$ cat src/hw/osc_freq_defs.svh
// Offsets, field positions, reset values and pull range codes
// of the oscillator frequency control registers.
// Included by the package and by the register bank.
`ifndef OSC_FREQ_DEFS_SVH
`define OSC_FREQ_DEFS_SVH

`define ADDR_W             8
`define DATA_W             16

`define OFS_PULL_LOWER     8'h00
`define OFS_OE_PULL_UPPER  8'h01
`define OFS_RANGE_SEL      8'h02
`define OFS_FB_DIV         8'h03

`define OE_BIT             10
`define PULL_UPPER_MSB     9
`define PULL_UPPER_W       10
`define PULL_LOWER_W       16
`define PULL_W             26
`define UPPER_ZERO_MSB     15
`define UPPER_ZERO_LSB     11
`define RANGE_MSB          3
`define RANGE_W            4
`define RANGE_ZERO_LSB     4
`define FB_INT_MSB         15
`define FB_INT_LSB         11
`define FB_INT_W           5
`define FB_FRAC_HI_MSB     10
`define FB_FRAC_HI_W       11
`define PPM_W              11

`define PULL_LOWER_RESET   16'h0000
`define PULL_UPPER_RESET   10'h000
`define PULL_WORD_RESET    26'h0000000
`define OE_RESET           1'b0
`define RANGE_RESET        4'h3
`define FB_INT_RESET       5'h00
`define FB_FRAC_HI_RESET   11'h000

`define CODE_25PPM         4'h3
`define CODE_50PPM         4'h4
`define CODE_125PPM        4'h7
`define CODE_150PPM        4'hc
`define CODE_200PPM        4'h9
`define CODE_400PPM        4'ha
`define CODE_600PPM        4'hb
`define CODE_1200PPM       4'hd

// Half range in ppm
`define PPM_NONE           11'h000
`define PPM_25             11'h019
`define PPM_50             11'h032
`define PPM_125            11'h07d
`define PPM_150            11'h096
`define PPM_200            11'h0c8
`define PPM_400            11'h190
`define PPM_600            11'h258
`define PPM_1200           11'h4b0

`endif

$ cat src/hw/osc_freq_pkg.sv
// Types and the pull range decode of the frequency control registers.
// Needs osc_freq_defs.svh on the include path.
`include "osc_freq_defs.svh"

package osc_freq_pkg;

  typedef logic [`RANGE_W-1:0]       range_code_t;
  typedef logic [`PPM_W-1:0]         ppm_t;
  typedef logic signed [`PULL_W-1:0] pull_word_t;

  typedef struct packed {
    logic valid;
    ppm_t ppm;
  } range_info_t;

  typedef struct packed {
    logic                       pull_lower_dummy_unused_never;
  } unused_t;

  typedef struct packed {
    logic [`PULL_LOWER_W-1:0]   pull_lower;
    logic [`PULL_UPPER_W-1:0]   pull_upper;
    logic                       oe_sw;
    pull_word_t                 pull_word;
    logic                       pull_load;
    logic                       drv_en;
    range_code_t                range_sel;
    range_info_t                range;
    logic [`FB_INT_W-1:0]       fb_int;
    logic [`FB_FRAC_HI_W-1:0]   fb_frac_hi;
    logic [`DATA_W-1:0]         rdata;
  } regs_t;

  typedef struct packed {
    logic stage1;
    logic stage2;
  } sync_t;

  // Ambiguous and unlisted codes count as reserved: no range
  function automatic range_info_t decode_range(input range_code_t code);
    range_info_t r;
    r = '{valid: 1'b1, ppm: `PPM_NONE};
    case (code)
      `CODE_25PPM:   r.ppm = `PPM_25;      // see RULE13
      `CODE_50PPM:   r.ppm = `PPM_50;      // see RULE13
      `CODE_125PPM:  r.ppm = `PPM_125;     // see RULE14
      `CODE_150PPM:  r.ppm = `PPM_150;     // see RULE14
      `CODE_200PPM:  r.ppm = `PPM_200;     // see RULE14
      `CODE_400PPM:  r.ppm = `PPM_400;     // see RULE15
      `CODE_600PPM:  r.ppm = `PPM_600;     // see RULE15
      `CODE_1200PPM: r.ppm = `PPM_1200;    // see RULE15
      default:       r.valid = 1'b0;       // see RULE12 RULE16
    endcase
    return r;
  endfunction : decode_range

endpackage : osc_freq_pkg

$ cat src/hw/osc_freq_control_regs.sv
// Frequency pull, pull range and feedback divider registers of
// the programmable oscillator, written by the serial port engine.
// Assumes one-cycle word strobes synchronous to clock.
//
// Behaviour
// RULE1 - Upper pull register bits 15:11 read as zero, writes to them ignored.
// RULE2 - Bit 10 is software output enable, 1 enables, resets to 0.
// RULE3 - Software enable acts only in software mode; pin mode ignores the bit.
// RULE4 - Bits 9:0 hold upper ten bits of the 26-bit pull word.
// RULE5 - Register 0x00 holds bits 15:0 of the pull word.
// RULE6 - All pull word bits reset to zero, meaning nominal frequency.
// RULE7 - The combined pull word is signed two's complement.
// RULE8 - Only an upper word write starts a pull change; lower alone does not.
// RULE9 - Host should write lower word before upper word.
// RULE10 - Range register bits 15:4 read as zero, writes ignored.
// RULE11 - Range bits 3:0 select pull range, factory reset, host writable.
// RULE12 - Range codes 0000, 0001, 0010 define no range.
// RULE13 - Code 0011 is 25 ppm, code 0100 is 50 ppm.
// RULE14 - Code 0111 is 125, 1100 is 150, 1001 is 200 ppm.
// RULE15 - Code 1010 is 400, 1011 is 600, 1101 is 1200 ppm.
// RULE16 - Codes 0101, 0110, 1000, 1110, 1111 are reserved, no range.
// RULE17 - Divider bits 15:11 hold integer part, factory reset, host writable.
// RULE18 - Divider bits 10:0 hold upper fraction bits, factory reset, writable.
`timescale 1ns/100ps
`include "osc_freq_defs.svh"

module osc_freq_control_regs
  import osc_freq_pkg::*;
#(
  parameter range_code_t                 RANGE_DEFAULT   = `RANGE_RESET,
  parameter logic [`FB_INT_W-1:0]        FB_INT_DEFAULT  = `FB_INT_RESET,
  parameter logic [`FB_FRAC_HI_W-1:0]    FB_FRAC_DEFAULT = `FB_FRAC_HI_RESET
) (
  input  wire logic                      clock,
  input  wire logic                      rstn,
  input  wire logic                      ce,
  input  wire logic                      wr_en,
  input  wire logic                      rd_en,
  input  wire logic [`ADDR_W-1:0]        addr,
  input  wire logic [`DATA_W-1:0]        wdata,
  input  wire logic                      sw_oe_mode,
  input  wire logic                      oe_pin,
  output logic      [`DATA_W-1:0]        rdata_q,
  output logic                           drv_en_q,
  output pull_word_t                     pull_word_q,
  output logic                           pull_load_q,
  output range_code_t                    range_sel_q,
  output ppm_t                           range_ppm_q,
  output logic                           range_valid_q,
  output logic      [`FB_INT_W-1:0]      fb_div_int_q,
  output logic      [`FB_FRAC_HI_W-1:0]  fb_div_frac_hi_q
);

  function automatic logic addr_hit(
    input logic [`ADDR_W-1:0] a,
    input logic [`ADDR_W-1:0] ofs
  );
    return (a == ofs);
  endfunction : addr_hit

  localparam regs_t REG_RESET = '{
    pull_lower: `PULL_LOWER_RESET,
    pull_upper: `PULL_UPPER_RESET,
    oe_sw:      `OE_RESET,
    pull_word:  `PULL_WORD_RESET,
    pull_load:  1'b0,
    drv_en:     1'b0,
    range_sel:  RANGE_DEFAULT,
    range:      decode_range(RANGE_DEFAULT),
    fb_int:     FB_INT_DEFAULT,
    fb_frac_hi: FB_FRAC_DEFAULT,
    rdata:      '0
  };

  logic        rst_n_sync;
  logic        wr_lower;
  logic        wr_upper;
  logic        wr_range;
  logic        wr_div;
  logic        rd_go;
  logic        oe_nxt;
  range_code_t range_nxt;
  regs_t       q;
  regs_t       d;

  osc_rst_sync u_rst_sync (
    .clock        (clock),
    .rstn         (rstn),
    .rst_n_sync_q (rst_n_sync)
  );

  assign wr_lower = ce & wr_en & addr_hit(addr, `OFS_PULL_LOWER);
  assign wr_upper = ce & wr_en & addr_hit(addr, `OFS_OE_PULL_UPPER);
  assign wr_range = ce & wr_en & addr_hit(addr, `OFS_RANGE_SEL);
  assign wr_div   = ce & wr_en & addr_hit(addr, `OFS_FB_DIV);
  assign rd_go    = ce & rd_en;

  assign oe_nxt    = wr_upper ? wdata[`OE_BIT] : q.oe_sw;             // see RULE2
  assign range_nxt = wr_range ? wdata[`RANGE_MSB:0] : q.range_sel;    // see RULE11

  always_comb begin
    d           = q;
    d.pull_load = 1'b0;
    if (wr_lower) begin
      // Staged only; the applied word moves on the upper write
      d.pull_lower = wdata;                                           // see RULE5
    end
    if (wr_upper) begin
      d.pull_upper = wdata[`PULL_UPPER_MSB:0];                        // see RULE4
      d.pull_word  = pull_word_t'({wdata[`PULL_UPPER_MSB:0],
                                   q.pull_lower});                    // see RULE7
      d.pull_load  = 1'b1;                                            // see RULE8
    end
    d.oe_sw     = oe_nxt;
    // Pin mode passes the pin through; the stored bit waits for software mode
    d.drv_en    = sw_oe_mode ? oe_nxt : oe_pin;                       // see RULE3
    d.range_sel = range_nxt;
    d.range     = decode_range(range_nxt);                            // see RULE16
    if (wr_div) begin
      d.fb_int     = wdata[`FB_INT_MSB:`FB_INT_LSB];                  // see RULE17
      d.fb_frac_hi = wdata[`FB_FRAC_HI_MSB:0];                        // see RULE18
    end
    if (rd_go) begin
      // Returns the contents before any write in the same cycle
      case (addr)
        `OFS_PULL_LOWER: begin
          d.rdata = q.pull_lower;
        end
        `OFS_OE_PULL_UPPER: begin
          d.rdata = {5'h00, q.oe_sw, q.pull_upper};                   // see RULE1
        end
        `OFS_RANGE_SEL: begin
          d.rdata = {12'h000, q.range_sel};                           // see RULE10
        end
        `OFS_FB_DIV: begin
          d.rdata = {q.fb_int, q.fb_frac_hi};
        end
        default: begin
          d.rdata = '0;
        end
      endcase
    end
  end

  // Low clock enable freezes everything, a pending load pulse included
  always_ff @(posedge clock or negedge rst_n_sync) begin
    if (!rst_n_sync) begin
      q <= REG_RESET;                                                 // see RULE6
    end else if (ce) begin
      q <= d;
    end
  end

  assign rdata_q          = q.rdata;
  assign drv_en_q         = q.drv_en;
  assign pull_word_q      = q.pull_word;
  assign pull_load_q      = q.pull_load;
  assign range_sel_q      = q.range_sel;
  assign range_ppm_q      = q.range.ppm;
  assign range_valid_q    = q.range.valid;
  assign fb_div_int_q     = q.fb_int;
  assign fb_div_frac_hi_q = q.fb_frac_hi;

  AST_UPPER_ZERO_BITS: // see RULE1
  assert property (@(posedge clock) disable iff (!rst_n_sync)
    rd_go && addr == `OFS_OE_PULL_UPPER
    |=> rdata_q[`UPPER_ZERO_MSB:`UPPER_ZERO_LSB] == 5'h00)
  else $error("upper pull register top bits not zero");

  AST_SW_ENABLE: // see RULE2
  assert property (@(posedge clock) disable iff (!rst_n_sync)
    wr_upper && sw_oe_mode
    |=> drv_en_q == $past(wdata[`OE_BIT]))
  else $error("software enable write not applied");

  AST_OE_READBACK: // see RULE2
  assert property (@(posedge clock) disable iff (!rst_n_sync)
    rd_go && addr == `OFS_OE_PULL_UPPER
    |-> ##1 rdata_q[`OE_BIT] == $past(q.oe_sw))
  else $error("enable bit readback wrong");

  AST_PIN_MODE: // see RULE3
  assert property (@(posedge clock) disable iff (!rst_n_sync)
    ce && !sw_oe_mode
    |=> drv_en_q == $past(oe_pin))
  else $error("pin mode enable does not follow pin");

  AST_UPPER_LOAD: // see RULE4
  assert property (@(posedge clock) disable iff (!rst_n_sync)
    wr_upper
    |=> pull_word_q[`PULL_W-1:`PULL_LOWER_W] == $past(wdata[`PULL_UPPER_MSB:0])
        && pull_load_q)
  else $error("upper pull bits not applied");

  AST_LOWER_JOIN: // see RULE5
  assert property (@(posedge clock) disable iff (!rst_n_sync)
    wr_upper
    |=> pull_word_q[`PULL_LOWER_W-1:0] == $past(q.pull_lower))
  else $error("lower pull bits not joined");

  AST_LOWER_READBACK: // see RULE5
  assert property (@(posedge clock) disable iff (!rst_n_sync)
    wr_lower ##1 (rd_go && addr == `OFS_PULL_LOWER && !wr_lower)
    |=> rdata_q == $past(wdata, 2))
  else $error("lower word readback wrong");

  AST_SIGNED_WORD: // see RULE7
  assert property (@(posedge clock) disable iff (!rst_n_sync)
    wr_upper && wdata[`PULL_UPPER_MSB]
    |=> pull_word_q < 0)
  else $error("pull word not treated as signed");

  AST_HOLD_NO_UPPER: // see RULE8
  assert property (@(posedge clock) disable iff (!rst_n_sync)
    !wr_upper
    |=> $stable(pull_word_q) && !(ce && pull_load_q) || !$past(ce))
  else $error("pull word moved without upper write");

  AST_LOWER_ALONE: // see RULE8
  assert property (@(posedge clock) disable iff (!rst_n_sync)
    wr_lower ##1 !wr_upper
    |=> pull_word_q == $past(pull_word_q, 2))
  else $error("lower write alone changed the pull");

  AST_LOAD_PULSE: // see RULE8
  assert property (@(posedge clock) disable iff (!rst_n_sync)
    pull_load_q && ce && !wr_upper
    |=> !pull_load_q)
  else $error("load pulse longer than one cycle");

  AST_ORDERED_PAIR: // see RULE9
  assert property (@(posedge clock) disable iff (!rst_n_sync)
    wr_lower ##1 wr_upper
    |=> pull_word_q[`PULL_LOWER_W-1:0] == $past(wdata, 2))
  else $error("ordered pair not applied together");

  AST_RANGE_ZERO_BITS: // see RULE10
  assert property (@(posedge clock) disable iff (!rst_n_sync)
    rd_go && addr == `OFS_RANGE_SEL
    |=> rdata_q[`DATA_W-1:`RANGE_ZERO_LSB] == 12'h000)
  else $error("range register top bits not zero");

  AST_RANGE_WRITE: // see RULE11
  assert property (@(posedge clock) disable iff (!rst_n_sync)
    wr_range
    |=> range_sel_q == $past(wdata[`RANGE_MSB:0]))
  else $error("range select not written");

  AST_RANGE_UNUSED: // see RULE12
  assert property (@(posedge clock) disable iff (!rst_n_sync)
    range_sel_q <= 4'h2
    |-> !range_valid_q && range_ppm_q == `PPM_NONE)
  else $error("unused range code gave a range");

  AST_RANGE_LOW: // see RULE13
  assert property (@(posedge clock) disable iff (!rst_n_sync)
    wr_range && wdata[`RANGE_MSB:0] == `CODE_50PPM
    |=> range_valid_q && range_ppm_q == `PPM_50)
  else $error("code 0100 not 50 ppm");

  AST_RANGE_25: // see RULE13
  assert property (@(posedge clock) disable iff (!rst_n_sync)
    range_sel_q == `CODE_25PPM
    |-> range_valid_q && range_ppm_q == `PPM_25)
  else $error("code 0011 not 25 ppm");

  AST_RANGE_MID: // see RULE14
  assert property (@(posedge clock) disable iff (!rst_n_sync)
    range_sel_q == `CODE_150PPM
    |-> range_valid_q && range_ppm_q == `PPM_150)
  else $error("code 1100 not 150 ppm");

  AST_RANGE_200: // see RULE14
  assert property (@(posedge clock) disable iff (!rst_n_sync)
    range_sel_q == `CODE_200PPM
    |-> range_ppm_q == `PPM_200)
  else $error("code 1001 not 200 ppm");

  AST_RANGE_HIGH: // see RULE15
  assert property (@(posedge clock) disable iff (!rst_n_sync)
    range_sel_q == `CODE_1200PPM
    |-> range_valid_q && range_ppm_q == `PPM_1200)
  else $error("code 1101 not 1200 ppm");

  AST_RANGE_600: // see RULE15
  assert property (@(posedge clock) disable iff (!rst_n_sync)
    range_sel_q == `CODE_600PPM
    |-> range_ppm_q == `PPM_600)
  else $error("code 1011 not 600 ppm");

  AST_RANGE_RESERVED: // see RULE16
  assert property (@(posedge clock) disable iff (!rst_n_sync)
    range_sel_q == 4'h5 || range_sel_q == 4'h6 || range_sel_q == 4'h8
      || range_sel_q == 4'he || range_sel_q == 4'hf
    |-> !range_valid_q && range_ppm_q == `PPM_NONE)
  else $error("reserved range code gave a range");

  AST_DIV_INT: // see RULE17
  assert property (@(posedge clock) disable iff (!rst_n_sync)
    wr_div
    |=> fb_div_int_q == $past(wdata[`FB_INT_MSB:`FB_INT_LSB]))
  else $error("divider integer not written");

  AST_DIV_FRAC: // see RULE18
  assert property (@(posedge clock) disable iff (!rst_n_sync)
    wr_div ##1 (rd_go && addr == `OFS_FB_DIV && !wr_div)
    |=> rdata_q[`FB_FRAC_HI_MSB:0] == $past(wdata[`FB_FRAC_HI_MSB:0], 2))
  else $error("divider fraction readback wrong");

  AST_UNMAPPED: // see RULE10
  assert property (@(posedge clock) disable iff (!rst_n_sync)
    rd_go && addr > `OFS_FB_DIV
    |=> rdata_q == '0)
  else $error("unmapped read not zero");

  AST_UPPER_READ: // see RULE4
  assert property (@(posedge clock) disable iff (!rst_n_sync)
    rd_go && addr == `OFS_OE_PULL_UPPER
    |=> rdata_q[`PULL_UPPER_MSB:0] == $past(q.pull_upper))
  else $error("upper pull bits readback wrong");

  AST_RANGE_READ: // see RULE11
  assert property (@(posedge clock) disable iff (!rst_n_sync)
    rd_go && addr == `OFS_RANGE_SEL
    |=> rdata_q[`RANGE_MSB:0] == $past(q.range_sel))
  else $error("range code readback wrong");

  AST_RANGE_125: // see RULE14
  assert property (@(posedge clock) disable iff (!rst_n_sync)
    range_sel_q == `CODE_125PPM
    |-> range_valid_q && range_ppm_q == `PPM_125)
  else $error("code 0111 not 125 ppm");

  AST_RANGE_400: // see RULE15
  assert property (@(posedge clock) disable iff (!rst_n_sync)
    range_sel_q == `CODE_400PPM
    |-> range_valid_q && range_ppm_q == `PPM_400)
  else $error("code 1010 not 400 ppm");

  AST_DIV_READ: // see RULE17
  assert property (@(posedge clock) disable iff (!rst_n_sync)
    rd_go && addr == `OFS_FB_DIV
    |=> rdata_q[`FB_INT_MSB:`FB_INT_LSB] == $past(q.fb_int)
        && rdata_q[`FB_FRAC_HI_MSB:0] == $past(q.fb_frac_hi))
  else $error("divider readback wrong");

  AST_DIV_FRAC_WRITE: // see RULE18
  assert property (@(posedge clock) disable iff (!rst_n_sync)
    wr_div
    |=> fb_div_frac_hi_q == $past(wdata[`FB_FRAC_HI_MSB:0]))
  else $error("divider fraction not written");

endmodule : osc_freq_control_regs

$ cat src/hw/osc_rst_sync.sv
// Reset release synchroniser for the frequency control registers.
// Assert is asynchronous, release follows two clock edges.
`timescale 1ns/100ps

module osc_rst_sync
  import osc_freq_pkg::*;
(
  input  wire logic clock,
  input  wire logic rstn,
  output logic      rst_n_sync_q
);

  sync_t q;
  sync_t d;

  // First stage feeds only the second
  always_comb begin
    d        = q;
    d.stage1 = 1'b1;
    d.stage2 = q.stage1;
  end

  always_ff @(posedge clock or negedge rstn) begin
    if (!rstn) begin
      q <= '0;
    end else begin
      q <= d;
    end
  end

  assign rst_n_sync_q = q.stage2;

endmodule : osc_rst_sync

$ cat config.mk
export PLATFORM = sky130hd
export DESIGN_NAME = osc_freq_control_regs
export DESIGN_NICKNAME = d
export VERILOG_FILES = /design/src/hw/osc_freq_pkg.sv /design/src/hw/osc_freq_control_regs.sv /design/src/hw/osc_rst_sync.sv
export VERILOG_INCLUDE_DIRS = /design/src /design/src/hw
export SDC_FILE = /design/constraint.sdc
export NUM_CORES = 1
export LEC_CHECK = 0
export ABC_AREA = 1
export BUFFER_PORTS_ARGS = -buffer_cell sky130_fd_sc_hd__buf_2
export CAP_MARGIN = 20
export CORE_MARGIN = 3
export CORE_UTILIZATION = 45
export CTS_CLUSTER_SIZE = 28
export DETAILED_ROUTE_END_ITERATION = 8
export MAX_ROUTING_LAYER = met4
export PLACE_DENSITY_LB_ADDON = 0.1
export SLEW_MARGIN = 20
export SYNTH_ARGS = -nofsm -noshare
export SYNTH_HDL_FRONTEND = slang
export SYNTH_SLANG_ARGS = --single-unit
$ cat constraint.sdc
create_clock -name clock -period 6.1 [get_ports clock]
set_input_delay 0 -clock clock [delete_from_list [all_inputs] [get_ports clock]]
set_output_delay 0 -clock clock [all_outputs]
set_load 0.03 [all_outputs]
==> metrics.md <==
| Metric | Value |
|---|---|
| Height of the chip | `108 um` |
| Clock latency of the later-clocked register in the worst-skew pair | `0.35 ns` |
| Maximum achievable frequency | `0.356 GHz` |
| Layout area overhead | `10.6%` |
| Most frequent cells in the layout | `sky130_fd_sc_hd__nand2_1 (173), sky130_fd_sc_hd__buf_2 (106), sky130_fd_sc_hd__dfrtp_1 (88), sky130_fd_sc_hd__o21ai_0 (55), sky130_fd_sc_hd__inv_1 (40)` |
| Number of levels the H-tree was split into | `3` |
| Initial antenna violation count | `0` |
| Number of remaining DRC errors | `0` |
| Number of vias per cell | `4.80` |
| Synth top area share | `0.479` |
| Setup slack on the worst flop-to-flop path | `4.68 ns` |
| Critical path endpoint | `drv_en_q` |
| Arrival time at the worst endpoint | `3.04 ns` |
| Final instance area | `5140 um2` |
| Launch point of the worst path | `ce` |
| Cell Pwr Density | `231 nW/um2` |
| Status | `complete, no violations` |
| Cell area after synthesis | `4650 um2` |
| Length of the first detailed-routing pass in iterations | `4` |
| WHS Path Cells | `6` |
| Initial cell density of the core | `0.469` |
| Final critical-path required period | `2.81 ns` |
| Mean post-synth cell area | `8.59 um2` |
| Critical Path, Cell by Cell | `dlygate4sd3_1 > buf_2 > nand2_1 > inv_1 > nand2_1 > buf_4 > nand2_1 > o21ai_1 > nor2_1 > o21ai_1 > dlygate4sd3_1` |
| Slew at the pin closest to its max-slew limit | `0.994 ns` |
| Fin worst setup slack | `3.29 ns` |
| Count of yosys warnings during synthesis | `0` |
| PortBufs | `106` |
| Largest buffer count on any clock path | `2` |
| Number of sinks driven by the clock tree | `95` |
| Total count of hold-check failures in the final report | `0` |
| Setup repair after global routing missed its margin | `false` |
| Placed Instances | `690` |
| Reported max-cap violation count | `0` |
| Post-synthesis sequential area ratio | `0.513` |
| Area of the die | `11600 um2` |
| Clock tree from TritonCTS | `yes` |
| Core area | `9910 um2` |
| Dpl hpwl | `7380 um` |
| Maximum number of pins on one net before global-route repair | `76` |
| Total via count in the routed design | `3487` |
| Layout cell share with drive strength beyond 1 | `0.263` |
| Post-CTS Hold Buffers | `21` |
| Global-route wire length before repair | `16800 um` |
| Number of buffers created by CTS | `9` |
| Switching part of the total power | `0.238` |
| GR Overflow Total | `0` |
| FFs w/ async S/R, synth | `1.00` |
| Global placer's final weighted congestion | `0.822` |
| Static power due to leakage | `0.00279 uW` |
| Maximum single-stage delay on the critical path | `0.55 ns` |
| I/O pin total | `107` |
| Most used flip-flop cell after synthesis | `sky130_fd_sc_hd__dfrtp_1` |
| Worst Reg-to-Reg Cells | `10` |
| Number of pins exceeding their max-slew limit in the final report | `0` |
| Length of routed wiring on met1 | `5010 um` |
| Detailed route wirelength on metal3 | `435 um` |
| Via count of the first global-routing pass | `3360` |
| Post-synth top area cell | `sky130_fd_sc_hd__dfrtp_1` |
| Crit path required time | `6.33 ns` |
| Post-CTS Resized | `0` |
| Fraction of power consumed by sequential logic | `0.551` |
| Internal | `904 uW` |
| # rows | `36` |
| Critical Path Fanout Max | `26` |
| Clock slew at reported path FFs | `0.09 ns` |
| Classification of the worst-slack hold path | `input pin to flop` |
| Final clock period utilization by the worst path | `0.460` |
| First-iteration detailed-routing DRC count | `181` |
| Most numerous cell on the critical path | `sky130_fd_sc_hd__nand2_1` |
| Reg-to-Reg End | `range_valid_q` |
| Overall Global Routing Usage | `0.191` |
| Count of unique library cells instantiated by Yosys | `31` |
| Number of synthesized register bits | `95` |
| Standard cell area after detailed placement | `4720 um2` |
| CP Capture Type | `flop` |
| Antenna-violating nets left | `0` |
| Clock group share of total power | `0.371` |
| Setup bufs post-CTS | `0` |
| Final setup fails | `0` |
| Start of the worst register-to-register path | `range_sel_q[0]` |
| Sum of routed wire length over all layers | `10500 um` |
| Setup TNS | `0 ns` |
| Critical Setup Path Class | `input pin to flop` |
| Post-Route Skew | `0.0121 ns` |
| EDFF count, synth | `0` |
| Min-delay src | `addr[0]` |
| Most frequent standard cell in the layout excluding fill and tap cells | `sky130_fd_sc_hd__nand2_1` |
| Die X | `108 um` |
| Number of instances in the synthesized netlist | `541` |
| Master cell of the clock root buffer | `sky130_fd_sc_hd__clkbuf_8` |
| Max IR drop VDD | `136 uV` |
| CP Launch Type | `input pin` |
| Highest layer used for signal routing | `met4` |
| Routed wire length on met2 | `4870 um` |
| Worst slack, placed | `3.65 ns` |
| Inserted Diodes | `0` |
| Post-Synthesis Net Count | `572` |
| Post-Layout Cell Count | `727` |
| Final layout net count | `620` |
| Comb power frac | `0.078` |
| Routed length per instance | `14.4 um` |
| Top cells by area, synth | `sky130_fd_sc_hd__dfrtp_1 (48%), sky130_fd_sc_hd__nand2_1 (14%), sky130_fd_sc_hd__buf_4 (12%)` |
| Slowest CP cell | `sky130_fd_sc_hd__dlygate4sd3_1` |
| Relative slew slack | `0.335` |
| Net Sw Power | `282 uW` |
-- area by class of cell --
| cell class | instances | area [um2] |
|---|---|---|
| flip-flops and latches | 95 | 2390 |
| clock inverters | 4 | 70.1 |
| well taps | 133 | 166 |
| repair buffers | 129 | 756 |
| multi-input cells | 310 | 1460 |
| inverters | 44 | 165 |
| fillers | 1010 | 4770 |
| clock buffers | 12 | 135 |
-- kinds of logic after synthesis --
family                 Yosys count  share of synthesized area
other                            1                   0.000807
buffers and inverters          136                      0.173
AO/OA/AOI/OAI                   85                     0.0961
multiplexers                     7                     0.0170
flip-flops                      95                      0.513
AND/OR/NAND/NOR                217                      0.200
-- metrics by stage --
step,utilization,hold WS [ns],total power [uW]
6_report,0.519,0.119,1190
5_1_grt,0.519,0.148,1240
4_1_cts,0.519,0.116,1200
3_5_place_dp,0.477,-0.212,749
3_3_place_gp,0.477,-0.213,748
2_1_floorplan,-,-0.296,726
-- synthesized netlist by cell type, types with 3 or more instances --
library cell / n
sky130_fd_sc_hd__nand2_1: 173
sky130_fd_sc_hd__dfrtp_1: 89
sky130_fd_sc_hd__buf_4: 73
sky130_fd_sc_hd__o21ai_0: 55
sky130_fd_sc_hd__inv_1: 40
sky130_fd_sc_hd__o21ai_1: 17
sky130_fd_sc_hd__nor2_1: 13
sky130_fd_sc_hd__clkbuf_1: 10
sky130_fd_sc_hd__nand3_1: 10
sky130_fd_sc_hd__buf_2: 8
sky130_fd_sc_hd__nand2_2: 7
sky130_fd_sc_hd__a21oi_1: 6
sky130_fd_sc_hd__dfstp_2: 6
sky130_fd_sc_hd__mux2_2: 6
sky130_fd_sc_hd__nor2_2: 5
sky130_fd_sc_hd__o2111ai_1: 4
sky130_fd_sc_hd__inv_2: 3
sky130_fd_sc_hd__nand3_2: 3
-- state kept, by name, summed over array words and instances (netlist names) --
signal and flops:
drv_en_q 1, fb_div_frac_hi_q 11, fb_div_int_q 5, pull_load_q 1, pull_word_q 16, q 27
range_ppm_q 11, range_sel_q 4, range_valid_q 1, rdata_q 16, u_rst_sync.d 1, u_rst_sync.rst_n_sync_q 1
-- worst min-delay path by stage --
stage	end
CTS	range_sel_q[1]
global placement	u_rst_sync.d[0]
finish	range_sel_q[1]
global route	range_sel_q[1]
floorplan	u_rst_sync.d[0]
detailed placement	u_rst_sync.d[0]
-- power groups by stage --
stage | combinational [uW] | sequential, uW | clock, uW
floorplan | 54.9 | 671 | 0
global placement | 82.6 | 665 | 0
detailed placement | 83.4 | 666 | 0
CTS | 94.3 | 654 | 449
global route | 103 | 656 | 478
finish | 92.3 | 653 | 440
-- critical path, delay by kind of cell --
family | cells | cell delay (ns)
buffers and inverters | 5 | 2.09
AND/OR/NAND/NOR | 4 | 0.79
AO/OA/AOI/OAI | 2 | 0.13
-- layer usage --
layer / vias to the layer above / track usage
met1: 1665 / 0.258
met5: - / -
met2: 85 / 0.299
li1: 1728 / -
met3: 9 / 0.0306
met4: 0 / 0.0604
(Power assumes the default switching activity.)
